**config.mk**
```make
export PLATFORM = sky130hd
export DESIGN_NAME = iert_ctrl
export DESIGN_NICKNAME = d
export VERILOG_FILES = /design/src/pkg/iert_pkg.sv /design/src/pkg/iert_mem_if.sv /design/src/design/iert_store_port.sv /design/src/design/iert_ctrl.sv
export SDC_FILE = /design/constraint.sdc
export NUM_CORES = 1
export LEC_CHECK = 0
export BUFFER_PORTS_ARGS = -buffer_cell sky130_fd_sc_hd__buf_2
export CORE_ASPECT_RATIO = 1.4
export CORE_MARGIN = 2
export CORE_UTILIZATION = 40
export CTS_CLUSTER_DIAMETER = 120
export DETAILED_ROUTE_END_ITERATION = 10
export PLACE_DENSITY = 0.6
export SYNTH_ARGS = -nofsm -noshare
export SYNTH_HDL_FRONTEND = slang
export SYNTH_SLANG_ARGS = --single-unit
```
**constraint.sdc**
```tcl
create_clock -name ref_clk -period 1.8 [get_ports ref_clk]
set_input_delay 0.18 -clock ref_clk [delete_from_list [all_inputs] [get_ports ref_clk]]
set_output_delay 0.18 -clock ref_clk [all_outputs]
set_load 0.005 [all_outputs]
```
**src/pkg/iert_pkg.sv**
```systemverilog
// package: constants and types for the interrupt entry, return and clock block
package iert_pkg;
  localparam int IERT_ADDR_W = 15;
  localparam int IERT_WORD_W = 48;
  localparam int IERT_HALF_W = 24;
  localparam logic [14:0] IERT_INTERNAL_VEC = 15'h0007;
  localparam logic [14:0] IERT_EXT_VEC_BASE = 15'h0008;
  localparam logic [14:0] IERT_EXT_VEC_LAST = 15'h000f;
  localparam logic [14:0] IERT_CLOCK_ADDR = 15'h0000;
  localparam logic [23:0] IERT_EXF_CLOCK_START = 24'hf00200;
  localparam logic [23:0] IERT_EXF_CLOCK_STOP = 24'hf00400;
  localparam int IERT_VEC_FORCE_BIT = 3;
  localparam int IERT_CHANNELS = 8;
  localparam int IERT_TICK_US_NUM = 50000;
  localparam int IERT_TICK_US_DEN = 3;
  localparam int IERT_CLK_MHZ = 100;
  localparam int IERT_TICK_CYCLES = (IERT_TICK_US_NUM * IERT_CLK_MHZ) / IERT_TICK_US_DEN;
  localparam int IERT_TICK_W = 24;

  typedef enum logic [3:0] {
    IERT_IDLE     = 4'h0,
    IERT_ENTER    = 4'h1,
    IERT_STORE    = 4'h2,
    IERT_WAIT_WR  = 4'h3,
    IERT_HALF_EX  = 4'h4,
    IERT_RET_RD   = 4'h5,
    IERT_RET_DONE = 4'h6,
    IERT_RET_FIX  = 4'h7,
    IERT_CLK_RD   = 4'h8,
    IERT_CLK_WR   = 4'h9,
    IERT_CLK_EXIT = 4'ha
  } iert_state_t;
endpackage

```
**src/pkg/iert_mem_if.sv**
```systemverilog
// interface: storage request carrier between controller and store port
`timescale 1ns/1ps
`default_nettype none
interface iert_mem_if;
  import iert_pkg::*;
  logic req;
  logic we;
  logic upper_only;
  logic [IERT_ADDR_W-1:0] addr;
  logic [IERT_WORD_W-1:0] wdata;
  logic done;
  logic [IERT_WORD_W-1:0] rdata;
  modport ctl (output req, output we, output upper_only, output addr, output wdata, input done, input rdata);
  modport port (input req, input we, input upper_only, input addr, input wdata, output done, output rdata);
endinterface
`default_nettype wire

```
**src/design/iert_store_port.sv**
```systemverilog
// store port: registers one storage request toward main storage
`timescale 1ns/1ps
`default_nettype none
module iert_store_port
  import iert_pkg::*;
(
  // clock and reset
  input wire logic ref_clk,
  input wire logic reset_n,
  // controller side
  iert_mem_if.port mem,
  // main storage side
  output logic st_req,
  output logic st_we,
  output logic st_upper_only,
  output logic [IERT_ADDR_W-1:0] st_addr,
  output logic [IERT_WORD_W-1:0] st_wdata,
  input wire logic st_ack,
  input wire logic [IERT_WORD_W-1:0] st_rdata
);
  logic busy, next_busy;
  logic done, next_done;
  logic [IERT_WORD_W-1:0] rdata, next_rdata;
  logic next_we, next_upper;
  logic [IERT_ADDR_W-1:0] next_addr;
  logic [IERT_WORD_W-1:0] next_wdata;

  always_comb begin
    next_busy = busy;
    next_done = 1'b0;
    next_rdata = rdata;
    next_we = st_we;
    next_upper = st_upper_only;
    next_addr = st_addr;
    next_wdata = st_wdata;
    if (!busy && mem.req) begin
      next_busy = 1'b1;
      next_we = mem.we;
      next_upper = mem.upper_only;
      next_addr = mem.addr;
      next_wdata = mem.wdata;
    end else if (busy && st_ack) begin
      next_busy = 1'b0;
      next_done = 1'b1;
      next_rdata = st_rdata;
    end
  end

  always_ff @(posedge ref_clk or negedge reset_n) begin
    if (!reset_n) begin
      busy <= 1'b0;
      done <= 1'b0;
      rdata <= '0;
      st_we <= 1'b0;
      st_upper_only <= 1'b0;
      st_addr <= '0;
      st_wdata <= '0;
    end else begin
      busy <= next_busy;
      done <= next_done;
      rdata <= next_rdata;
      st_we <= next_we;
      st_upper_only <= next_upper;
      st_addr <= next_addr;
      st_wdata <= next_wdata;
    end
  end

  assign st_req = busy;
  assign mem.done = done;
  assign mem.rdata = rdata;
endmodule
`default_nettype wire

```
**src/design/iert_ctrl.sv**
```systemverilog
// top: interrupt entry, return to main program and real-time clock control
`timescale 1ns/1ps
`default_nettype none
module iert_ctrl
  import iert_pkg::*;
#(
  parameter int TICK_CYCLES = IERT_TICK_CYCLES
) (
  // clock and reset
  input wire logic ref_clk,
  input wire logic reset_n,
  // sequencing control
  input wire logic seq_exit,
  input wire logic fetch_active,
  input wire logic fetch_upper_read,
  input wire logic [IERT_ADDR_W-1:0] fetch_addr,
  input wire logic ret_jump_done,
  input wire logic [IERT_ADDR_W-1:0] program_addr,
  input wire logic exit_flag_in,
  // request sources
  input wire logic internal_request,
  input wire logic external_request,
  input wire logic [2:0] vector_source_register,
  // function code strobe
  input wire logic exf_strobe,
  input wire logic [23:0] exf_code,
  // control outputs
  output logic seq_active,
  output logic fetch_inhibit,
  output logic fetch_restart,
  output logic half_exit,
  output logic jump_exit,
  output logic [IERT_ADDR_W-1:0] next_program_addr,
  output logic load_program_addr,
  output logic [IERT_HALF_W-1:0] upper_instruction,
  output logic load_upper_instruction,
  output logic input_transfer_clear,
  output logic [IERT_CHANNELS-1:0] masked_request_clear,
  output logic external_request_clear,
  output logic interrupt_lockout_flag,
  output logic interrupt_complete_flag,
  output logic interrupt_exit_flag,
  output logic exit_flag,
  output logic wait_storage_flag,
  output logic clock_running_flag,
  output logic advance_clock_flag,
  output logic return_jump_flag,
  output logic internal_class_flag,
  output logic external_class_flag,
  // main storage
  output logic st_req,
  output logic st_we,
  output logic st_upper_only,
  output logic [IERT_ADDR_W-1:0] st_addr,
  output logic [IERT_WORD_W-1:0] st_wdata,
  input wire logic st_ack,
  input wire logic [IERT_WORD_W-1:0] st_rdata
);
  // refuse tick counts the counter cannot hold
  if (TICK_CYCLES < 2 || TICK_CYCLES >= (1 << IERT_TICK_W)) begin : g_tick_check
    $error("tick count out of range");
  end

  iert_mem_if mem();
  iert_store_port u_port (
    .ref_clk(ref_clk), .reset_n(reset_n), .mem(mem),
    .st_req(st_req), .st_we(st_we), .st_upper_only(st_upper_only), .st_addr(st_addr),
    .st_wdata(st_wdata), .st_ack(st_ack), .st_rdata(st_rdata)
  );

  // ----------------------------------------
  // state and registers
  // ----------------------------------------
  iert_state_t state, next_state;
  logic [IERT_TICK_W-1:0] tick, next_tick;
  logic clock_req, next_clock_req;
  logic [IERT_WORD_W-1:0] operand, next_operand;
  logic [IERT_ADDR_W-1:0] saved_p, next_saved_p;
  logic [IERT_ADDR_W-1:0] vector, next_vector;
  logic mreq, next_mreq, mwe, next_mwe, mupper, next_mupper;
  logic [IERT_ADDR_W-1:0] maddr, next_maddr;
  logic next_seq_active, next_fetch_inhibit, next_fetch_restart, next_half_exit, next_jump_exit;
  logic [IERT_ADDR_W-1:0] next_npa;
  logic next_load_pa, next_load_ui, next_itc, next_erc;
  logic [IERT_HALF_W-1:0] next_ui;
  logic [IERT_CHANNELS-1:0] next_mrc;
  logic next_lock, next_cmpl, next_iexit, next_exit, next_wait, next_run, next_adv, next_rj;
  logic next_icls, next_ecls;
  logic recognise;

  assign mem.req = mreq;
  assign mem.we = mwe;
  assign mem.upper_only = mupper;
  assign mem.addr = maddr;
  assign mem.wdata = operand;

  // clock waits for fetch
  // clock request may not break into a fetch; interrupts may at exits
  assign recognise = seq_exit && !fetch_active;

  always_comb begin
    next_state = state;
    next_tick = tick;
    next_clock_req = clock_req;
    next_operand = operand;
    next_saved_p = saved_p;
    next_vector = vector;
    next_mreq = 1'b0;
    next_mwe = mwe;
    next_mupper = mupper;
    next_maddr = maddr;
    next_seq_active = 1'b1;
    next_fetch_inhibit = 1'b0;
    next_fetch_restart = 1'b0;
    next_half_exit = 1'b0;
    next_jump_exit = 1'b0;
    next_npa = next_program_addr;
    next_load_pa = 1'b0;
    next_ui = upper_instruction;
    next_load_ui = 1'b0;
    next_itc = 1'b0;
    next_erc = 1'b0;
    next_mrc = '0;
    next_lock = interrupt_lockout_flag;
    next_cmpl = interrupt_complete_flag;
    next_iexit = interrupt_exit_flag;
    next_exit = exit_flag;
    next_wait = wait_storage_flag;
    next_run = clock_running_flag;
    next_adv = advance_clock_flag;
    next_rj = return_jump_flag;
    next_icls = internal_class_flag;
    next_ecls = external_class_flag;
    if (exf_strobe && exf_code == IERT_EXF_CLOCK_START) next_run = 1'b1;
    if (exf_strobe && exf_code == IERT_EXF_CLOCK_STOP) next_run = 1'b0;
    if (clock_running_flag) begin
      if (tick == IERT_TICK_W'(TICK_CYCLES - 1)) begin
        next_tick = '0;
        next_clock_req = 1'b1;
      end else begin
        next_tick = tick + 1'b1;
      end
    end else begin
      next_tick = '0;
    end
    unique case (state)
      IERT_IDLE: begin
        next_seq_active = 1'b0;
        if (recognise && clock_req) begin
          next_state = IERT_CLK_RD;
          next_adv = 1'b1;
          next_operand = '0;
          next_exit = ~exit_flag_in;
          next_fetch_inhibit = 1'b1;
          next_seq_active = 1'b1;
          next_mreq = 1'b1;
          next_mwe = 1'b0;
          next_mupper = 1'b0;
          next_maddr = IERT_CLOCK_ADDR;
        end else if (seq_exit && !interrupt_lockout_flag && (internal_request || external_request)) begin
          next_state = IERT_ENTER;
          next_itc = 1'b1;
          next_operand = '0;
          next_icls = internal_request;
          next_ecls = !internal_request;
          next_saved_p = program_addr;
          next_fetch_inhibit = 1'b1;
          next_seq_active = 1'b1;
        end else if (interrupt_complete_flag && ret_jump_done) begin
          next_state = IERT_RET_RD;
          next_wait = 1'b1;
          next_exit = 1'b1;
          next_seq_active = 1'b1;
          next_mreq = 1'b1;
          next_mwe = 1'b0;
          next_mupper = 1'b0;
          next_maddr = program_addr;
        end
      end
      IERT_ENTER: begin
        if (external_class_flag)
          next_vector = {12'h000, vector_source_register} | (15'h0001 << IERT_VEC_FORCE_BIT);
        else
          next_vector = IERT_INTERNAL_VEC;
        next_state = IERT_STORE;
      end
      IERT_STORE: begin
        next_lock = 1'b1;
        if (external_class_flag) next_mrc[vector_source_register] = 1'b1;
        next_erc = 1'b1;
        if (internal_class_flag) next_ecls = 1'b0;
        next_iexit = exit_flag_in;
        next_rj = 1'b1;
        next_wait = 1'b1;
        next_operand = {9'h000, saved_p, 24'h000000};
        next_npa = vector;
        next_load_pa = 1'b1;
        next_mreq = 1'b1;
        next_mwe = 1'b1;
        next_mupper = 1'b1;
        next_maddr = vector;
        next_state = IERT_WAIT_WR;
      end
      IERT_WAIT_WR: begin
        if (mem.done) begin
          next_wait = 1'b0;
          next_ui = mem.rdata[IERT_HALF_W-1:0];
          next_state = IERT_HALF_EX;
        end
      end
      IERT_HALF_EX: begin
        next_load_ui = 1'b1;
        next_half_exit = 1'b1;
        next_rj = 1'b0;
        next_state = IERT_IDLE;
      end
      IERT_RET_RD: begin
        if (mem.done) begin
          next_ui = mem.rdata[IERT_WORD_W-1:IERT_HALF_W];
          next_operand = mem.rdata;
          next_load_ui = 1'b1;
          next_lock = 1'b0;
          next_cmpl = 1'b0;
          next_state = IERT_RET_DONE;
        end
      end
      IERT_RET_DONE: begin
        if (interrupt_exit_flag) begin
          next_wait = 1'b0;
          next_state = IERT_IDLE;
        end else begin
          next_fetch_inhibit = 1'b1;
          next_wait = 1'b0;
          next_exit = 1'b0;
          next_state = IERT_RET_FIX;
        end
      end
      IERT_RET_FIX: begin
        next_ui = operand[IERT_HALF_W-1:0];
        next_load_ui = 1'b1;
        next_fetch_restart = 1'b1;
        next_state = IERT_IDLE;
      end
      IERT_CLK_RD: begin
        if (mem.done) begin
          next_operand = mem.rdata + 1'b1;
          next_clock_req = 1'b0;
          next_mreq = 1'b1;
          next_mwe = 1'b1;
          next_mupper = 1'b0;
          next_state = IERT_CLK_WR;
        end
      end
      IERT_CLK_WR: begin
        if (mem.done) next_state = IERT_CLK_EXIT;
      end
      IERT_CLK_EXIT: begin
        // exit by exit flag, address untouched
        if (exit_flag) next_jump_exit = 1'b1;
        else next_half_exit = 1'b1;
        next_adv = 1'b0;
        next_state = IERT_IDLE;
      end
      default: next_state = IERT_IDLE;
    endcase
    // vector word upper read
    // placed after the return clear so a coinciding set wins
    if (fetch_upper_read && fetch_addr >= IERT_INTERNAL_VEC && fetch_addr <= IERT_EXT_VEC_LAST)
      next_cmpl = 1'b1;
    // a tick landing on the clearing edge is kept
    if (clock_running_flag && tick == IERT_TICK_W'(TICK_CYCLES - 1)) next_clock_req = 1'b1;
  end

  always_ff @(posedge ref_clk or negedge reset_n) begin
    if (!reset_n) begin
      state <= IERT_IDLE;
      tick <= '0;
      clock_req <= 1'b0;
      operand <= '0;
      saved_p <= '0;
      vector <= '0;
      mreq <= 1'b0;
      mwe <= 1'b0;
      mupper <= 1'b0;
      maddr <= '0;
      seq_active <= 1'b0;
      fetch_inhibit <= 1'b0;
      fetch_restart <= 1'b0;
      half_exit <= 1'b0;
      jump_exit <= 1'b0;
      next_program_addr <= '0;
      load_program_addr <= 1'b0;
      upper_instruction <= '0;
      load_upper_instruction <= 1'b0;
      input_transfer_clear <= 1'b0;
      masked_request_clear <= '0;
      external_request_clear <= 1'b0;
      interrupt_lockout_flag <= 1'b0;
      interrupt_complete_flag <= 1'b0;
      interrupt_exit_flag <= 1'b0;
      exit_flag <= 1'b0;
      wait_storage_flag <= 1'b0;
      clock_running_flag <= 1'b0;
      advance_clock_flag <= 1'b0;
      return_jump_flag <= 1'b0;
      internal_class_flag <= 1'b0;
      external_class_flag <= 1'b0;
    end else begin
      state <= next_state;
      tick <= next_tick;
      clock_req <= next_clock_req;
      operand <= next_operand;
      saved_p <= next_saved_p;
      vector <= next_vector;
      mreq <= next_mreq;
      mwe <= next_mwe;
      mupper <= next_mupper;
      maddr <= next_maddr;
      seq_active <= next_seq_active;
      fetch_inhibit <= next_fetch_inhibit;
      fetch_restart <= next_fetch_restart;
      half_exit <= next_half_exit;
      jump_exit <= next_jump_exit;
      next_program_addr <= next_npa;
      load_program_addr <= next_load_pa;
      upper_instruction <= next_ui;
      load_upper_instruction <= next_load_ui;
      input_transfer_clear <= next_itc;
      masked_request_clear <= next_mrc;
      external_request_clear <= next_erc;
      interrupt_lockout_flag <= next_lock;
      interrupt_complete_flag <= next_cmpl;
      interrupt_exit_flag <= next_iexit;
      exit_flag <= next_exit;
      wait_storage_flag <= next_wait;
      clock_running_flag <= next_run;
      advance_clock_flag <= next_adv;
      return_jump_flag <= next_rj;
      internal_class_flag <= next_icls;
      external_class_flag <= next_ecls;
    end
  end
endmodule
`default_nettype wire

```
**After elaboration in Yosys (flattened, before gate mapping)**

Cells that the tools add are included.

- Add/subtract/negate cells: 2
- Multipliers: 0
- Divide/modulo/power cells: 0
- Magnitude comparators: 4
- Equality and inequality tests: 28
- Shifts and indexed selects: 0
- Muxes and demuxes: 84
- Bitwise logic cells: 3
- Reduce and logical (&&, ||, !) cells: 46

Operator list:

| kind | count |
|---|---|
| two-way mux 48 bit | 4 |
| case mux 48 bit (4 select lines) | 1 |
| two-way mux 24 bit | 4 |
| case mux 24 bit (3 select lines) | 1 |
| adder 48 x 1 -> 48 bit (second input constant) | 1 |
| == test 24 bit (second input constant) | 2 |
| two-way mux 1 bit | 45 |
| two-way mux 15 bit | 3 |
| two-way mux 4 bit | 8 |
| case mux 4 bit (8 select lines) | 1 |
| case mux 15 bit (2 select lines) | 1 |
| adder 24 x 1 -> 24 bit (second input constant) | 1 |
| == test 24 x 21 -> 1 bit (second input constant) | 1 |
| nonzero test 2 bit | 9 |
| == test 4 x 3 -> 1 bit (second input constant) | 4 |
| two-way mux 8 bit | 2 |
| case mux 1 bit (2 select lines) | 8 |
| AND reduction 4 bit | 4 |
| >= comparator 15 x 3 -> 1 bit (second input constant) | 1 |
| <= comparator 15 x 4 -> 1 bit (second input constant) | 1 |
| inequality test 2 bit (second input constant) | 7 |
| logical AND 1 bit | 13 |
| == test 4 bit (second input constant) | 3 |
| AND reduction 5 bit | 2 |
| other kinds (20) | 40 |

- Register bits after elaboration: 305
- Bits in latches: 0
- Bits in writable memories: 0
- Memory bits (read-only): 0
- Input bits: 116
- Logic and storage cells: 205
- Memories: 0

**Longest topological paths before layout**

- Word-level depth: 6
- Depth in mapped cells: 9
- Mapped depth without buffers: 7

**Hierarchy**

A second synthesis with hierarchy kept.

- Cell total of the unflattened synthesis: 1295
- Area total of the unflattened synthesis: 13455.4 µm²

Modules (own cells, without submodules):

| module | instances | cells each | area an instance (µm²) | sequential area each (µm²) |
|---|---|---|---|---|
| iert_ctrl | 1 | 1051 | 9190.1 | 4204.0 |
| iert_store_port | 1 | 244 | 4265.3 | 2877.8 |

**Worst setup path before layout**

No wires, ideal clock.

- Kind: register to register
- From: reg u_port.rdata[0], in the netlist u_port.mem.rdata[0]
- To: reg operand[32], in the netlist mem.wdata[32]
- Library setup time: 0.126 ns
- Arrival time: 1.781 ns
- Data required time: 1.674 ns
- Slack: -0.107 ns
- Stages on the path, launching flop included: 8
- Period minus slack after synthesis: 1.907 ns
- Cell sequence: dfrtp_1 > ha_1 > nand3_1 > nor3_4 > clkbuf_1 > nand3_1 > xnor2_1 > a221o_1

- Cells in the longest elaborated chain, start to end: 3

RTL lines:

| what | RTL line | source |
|---|---|---|
| start: declaration | iert_store_port.sv:23 | `logic [IERT_WORD_W-1:0] rdata, next_rdata;` |
| start signal: assignment | iert_store_port.sv:61 | `rdata <= next_rdata;` |
| adder 48 x 1 -> 48 bit | iert_ctrl.sv:246 | `next_operand = mem.rdata + 1'b1;` |
| two-way mux 48 bit | iert_ctrl.sv:245 | `if (mem.done) begin` |
| case mux 48 bit (4 select lines) | iert_ctrl.sv:146 | `unique case (state)` |
| end signal: assignment | iert_ctrl.sv:312 | `operand <= next_operand;` |
| end: declaration | iert_ctrl.sv:77 | `logic [IERT_WORD_W-1:0] operand, next_operand;` |

Every way passes these cells. The select of a mux whose other input is x is not followed.
A chain may end at the register's enable or synchronous reset.

**Worst setup path after layout**

- From: reg u_port.rdata[1], in the netlist u_port.mem.rdata[1]
- To: reg operand[20], in the netlist mem.wdata[20]

The elaborated chain is that of the path after synthesis.

==> metrics <==
max-cap violations=0; Ys Warns=0; Tmin final=1.92 ns; CTS tree=done; Num CTS Buffers=29; Ports=248; Period Utilization, post-route=1.07; clk buf depth=3; first-pass GRT wire length=65.8 mm; clock latency on the worst-skew pair=0.58 ns; Area Overhead vs Synth=42.8%; core area=33,100 um2; drt pass-1 iters=5; Die Ht=221 um; routed length per instance=19.6 um; Die Width=between 150 and 200 um; layout cell share with drive strength beyond 1=0.403; IO buf count=236; routability congestion estimate=0.891; final instance area=19,200 um2; clk slew on worst S/H paths=0.07 ns; Pwr Density=1500 nW/um2; Achievable Freq=521 MHz; setup violators final=19; grt ovf=0; run status=complete, but fails checks; critical path startpoint category=flop; Synth area leader=dfrtp_1; peak supply drop=1.02 mV; Seq/Total Area, Yosys=0.528; Post-Syn Area=13,400 um2; final hold vios=0; largest net degree at the start of global routing=68; crit-path max FO=4; initial core utilization=0.405; relative slew slack=0.662; H-tree Lvls=1; Synth cell types=70; final WL=43.5 mm; CP Data Arrival Time=~2.4 ns; slew of the pin with the lowest slew margin=0.507 ns; fillers=~2.9k; ys async rst share=1.00; vias in the first global route=between 10k and 15k; post-route ant nets=0; via count=12.0k; floorplan row count=79; Layout Skew=0.0293 ns; final number of max-transition violations=0; CP Class=flop to flop; GRT Total Usage=0.238; Via density=5.41; drt drc=0; Sink Count=between 200 and 300; failing checks=setup timing; Root Driver=clkbuf_16; number of synthesized flops with an enable pin=0; initial antenna violation count=3; Total Nets Final=1,868; hold crit path type=input port to asynchronous set/reset pin; RSZ-0062 raised after global routing=yes; placed inst area=approximately 16,000 um2; ys flop type=dfrtp_1; Synth top area share=0.528; leakage=9.14 nW; synth top area cells=dfrtp_1, mux2_2, nand2_1, o21ai_0, nor2_1; most common cell in the netlist=dfrtp_1; dpl hpwl=approximately 30 mm; total power=roughly 29 mW; Seq cells post-synth=between 200 and 300; Avg Inst Size Synth=10.4 um2; Worst setup EP type=flop; cell count after synthesis=1,285; initial drt markers=783; top post-synthesis cells by count=dfrtp_1, nand2_1, mux2_2, o21ai_0, nor2_1; Setup WS post-layout=-0.119 ns; Final Util=0.579; die area=around 35,000 um2; data required time of the worst path=2.25 ns; final hold slack=0.0851 ns
[logic make-up (layout without fill, tap and decap cells)]
group,count (synthesis),in the layout,share of synthesized area
AND/OR/NAND/NOR,461,461,0.173
flip-flops,283,283,0.528
AO/OA/AOI/OAI,251,251,0.124
multiplexers,125,125,0.103
buffers and inverters,123,600,0.0431
XOR/XNOR,37,37,0.0241
adder cells (fa/ha/maj),4,4,0.00354
other,1,12,0.000279
[registers in the layout, summed over array words and instances (netlist names), 8 cells and up]
register and count:
maddr 15, masked_request_clear 8, u_port.mem.rdata 48, saved_p 15, u_port.st_addr 15, mem.wdata 48
upper_instruction 24, u_port.st_wdata 48, tick 24
[path summary, 6_finish.rpt]
check | endpoint | from | cells past startpoint | slack [ns]
worst max-delay path | mem.wdata[20]$_DFFE_PN0P_ | u_port.mem.rdata[1]$_DFFE_PN0P_ | 8 | -0.12
worst min-delay path | mem.wdata[5]$_DFFE_PN0P_ | reset_n | 2 | 0.09
worst max register to register | mem.wdata[20]$_DFFE_PN0P_ | u_port.mem.rdata[1]$_DFFE_PN0P_ | 8 | -0.12
worst min register to register | upper_instruction[3]$_DFFE_PN0P_ | upper_instruction[3]$_DFFE_PN0P_ | 2 | 0.47
max in group asynchronous | state[2]$_DFFE_PN0P_ | reset_n | 3 | 0.91
min in group ref_clk | state[3]$_DFFE_PN0P_ | seq_exit | 5 | 0.10
[metrics by stage]
stage / setup TNS [ns] / setup WS [ns] / instances
CTS: -0.274 / -0.0665 / 2182
detailed placement: -3.29 / -0.145 / 2043
finish: -0.919 / -0.119 / 2218
floorplan: -0.390 / -0.0435 / 1295
global route: -5.16 / -0.194 / 2218
global placement: -1.45 / -0.149 / 2043
[worst max-delay path, cell delays in order (launching register included)]
cell,delay [ns]
dfrtp_1,0.38
ha_2,0.22
nand3_4,0.10
nor3_4,0.33
buf_6,0.17
clkbuf_16,0.13
nand3_2,0.07
mux2i_1,0.12
a221o_1,0.25
[where the power goes]
part / total, mW / switching (mW) / leakage (nW) / internal, mW
clock: 6.21 / 2.61 / 0.478 / 3.60
combinational: 12.0 / 6.08 / 5.01 / 5.91
sequential: 10.5 / 1.72 / 3.66 / 8.78
total: 28.7 / 10.4 / 9.14 / 18.3
[metal layers]
layer | track usage | vias to the layer above | wire length, um
li1 | - | 5536 | -
met1 | 0.299 | 5949 | 17500
met2 | 0.404 | 418 | 21600
met3 | 0.0454 | 95 | 2740
met4 | 0.0991 | 4 | 1690
met5 | 0 | - | 24
[placed cells by master (no fill, tap or decap), types with 7 or more instances in the layout]
master	Yosys	final
and2_1	12	9
clkbuf_16	0	39
a31oi_1	20	16
conb_1	1	11
and4_1	12	10
nor2_1	78	72
a22oi_1	18	16
xor2_1	20	20
o21ai_1	3	15
clkinv_2	0	7
nor3_1	15	12
mux2i_1	15	15
nand4_1	35	35
nand2_2	0	20
buf_4	18	157
dfrtp_1	283	277
buf_6	2	19
buf_2	25	235
buf_12	0	20
a221o_1	13	13
o211ai_1	11	11
o21ai_2	0	7
o21ai_0	83	64
nor4_1	18	14
and3_1	20	19
nand2_1	184	155
a21oi_1	31	29
nand3_1	39	35
xnor2_1	17	17
a22o_1	17	17
a32oi_1	7	7
nand2b_1	10	9
dlygate4sd3_1	0	81
inv_1	17	17
nand2_4	0	8
mux2_2	110	109
[area by class of cell]
type / count / area (um2) / area share
flip-flops and latches: 283 / 7090 / 0.370
diodes: 1 / 2.50 / 0.000131
repair buffers: 527 / 4120 / 0.215
clock inverters: 15 / 165 / 0.00862
multi-input cells: 889 / 6330 / 0.331
well taps: 445 / 557 / 0.0291
clock buffers: 39 / 813 / 0.0424
inverters: 19 / 81.3 / 0.00424
[timing repair]
action	CTS	global route
pin swaps	3	57
hold buffers	81	0
gates resized for setup	24	140
gates cloned	1	12
setup buffers	3	24
endpoints found under the hold margin	377	0
setup endpoints to repair	71	100
No activity file was read; power rests on OpenSTA's default activity.
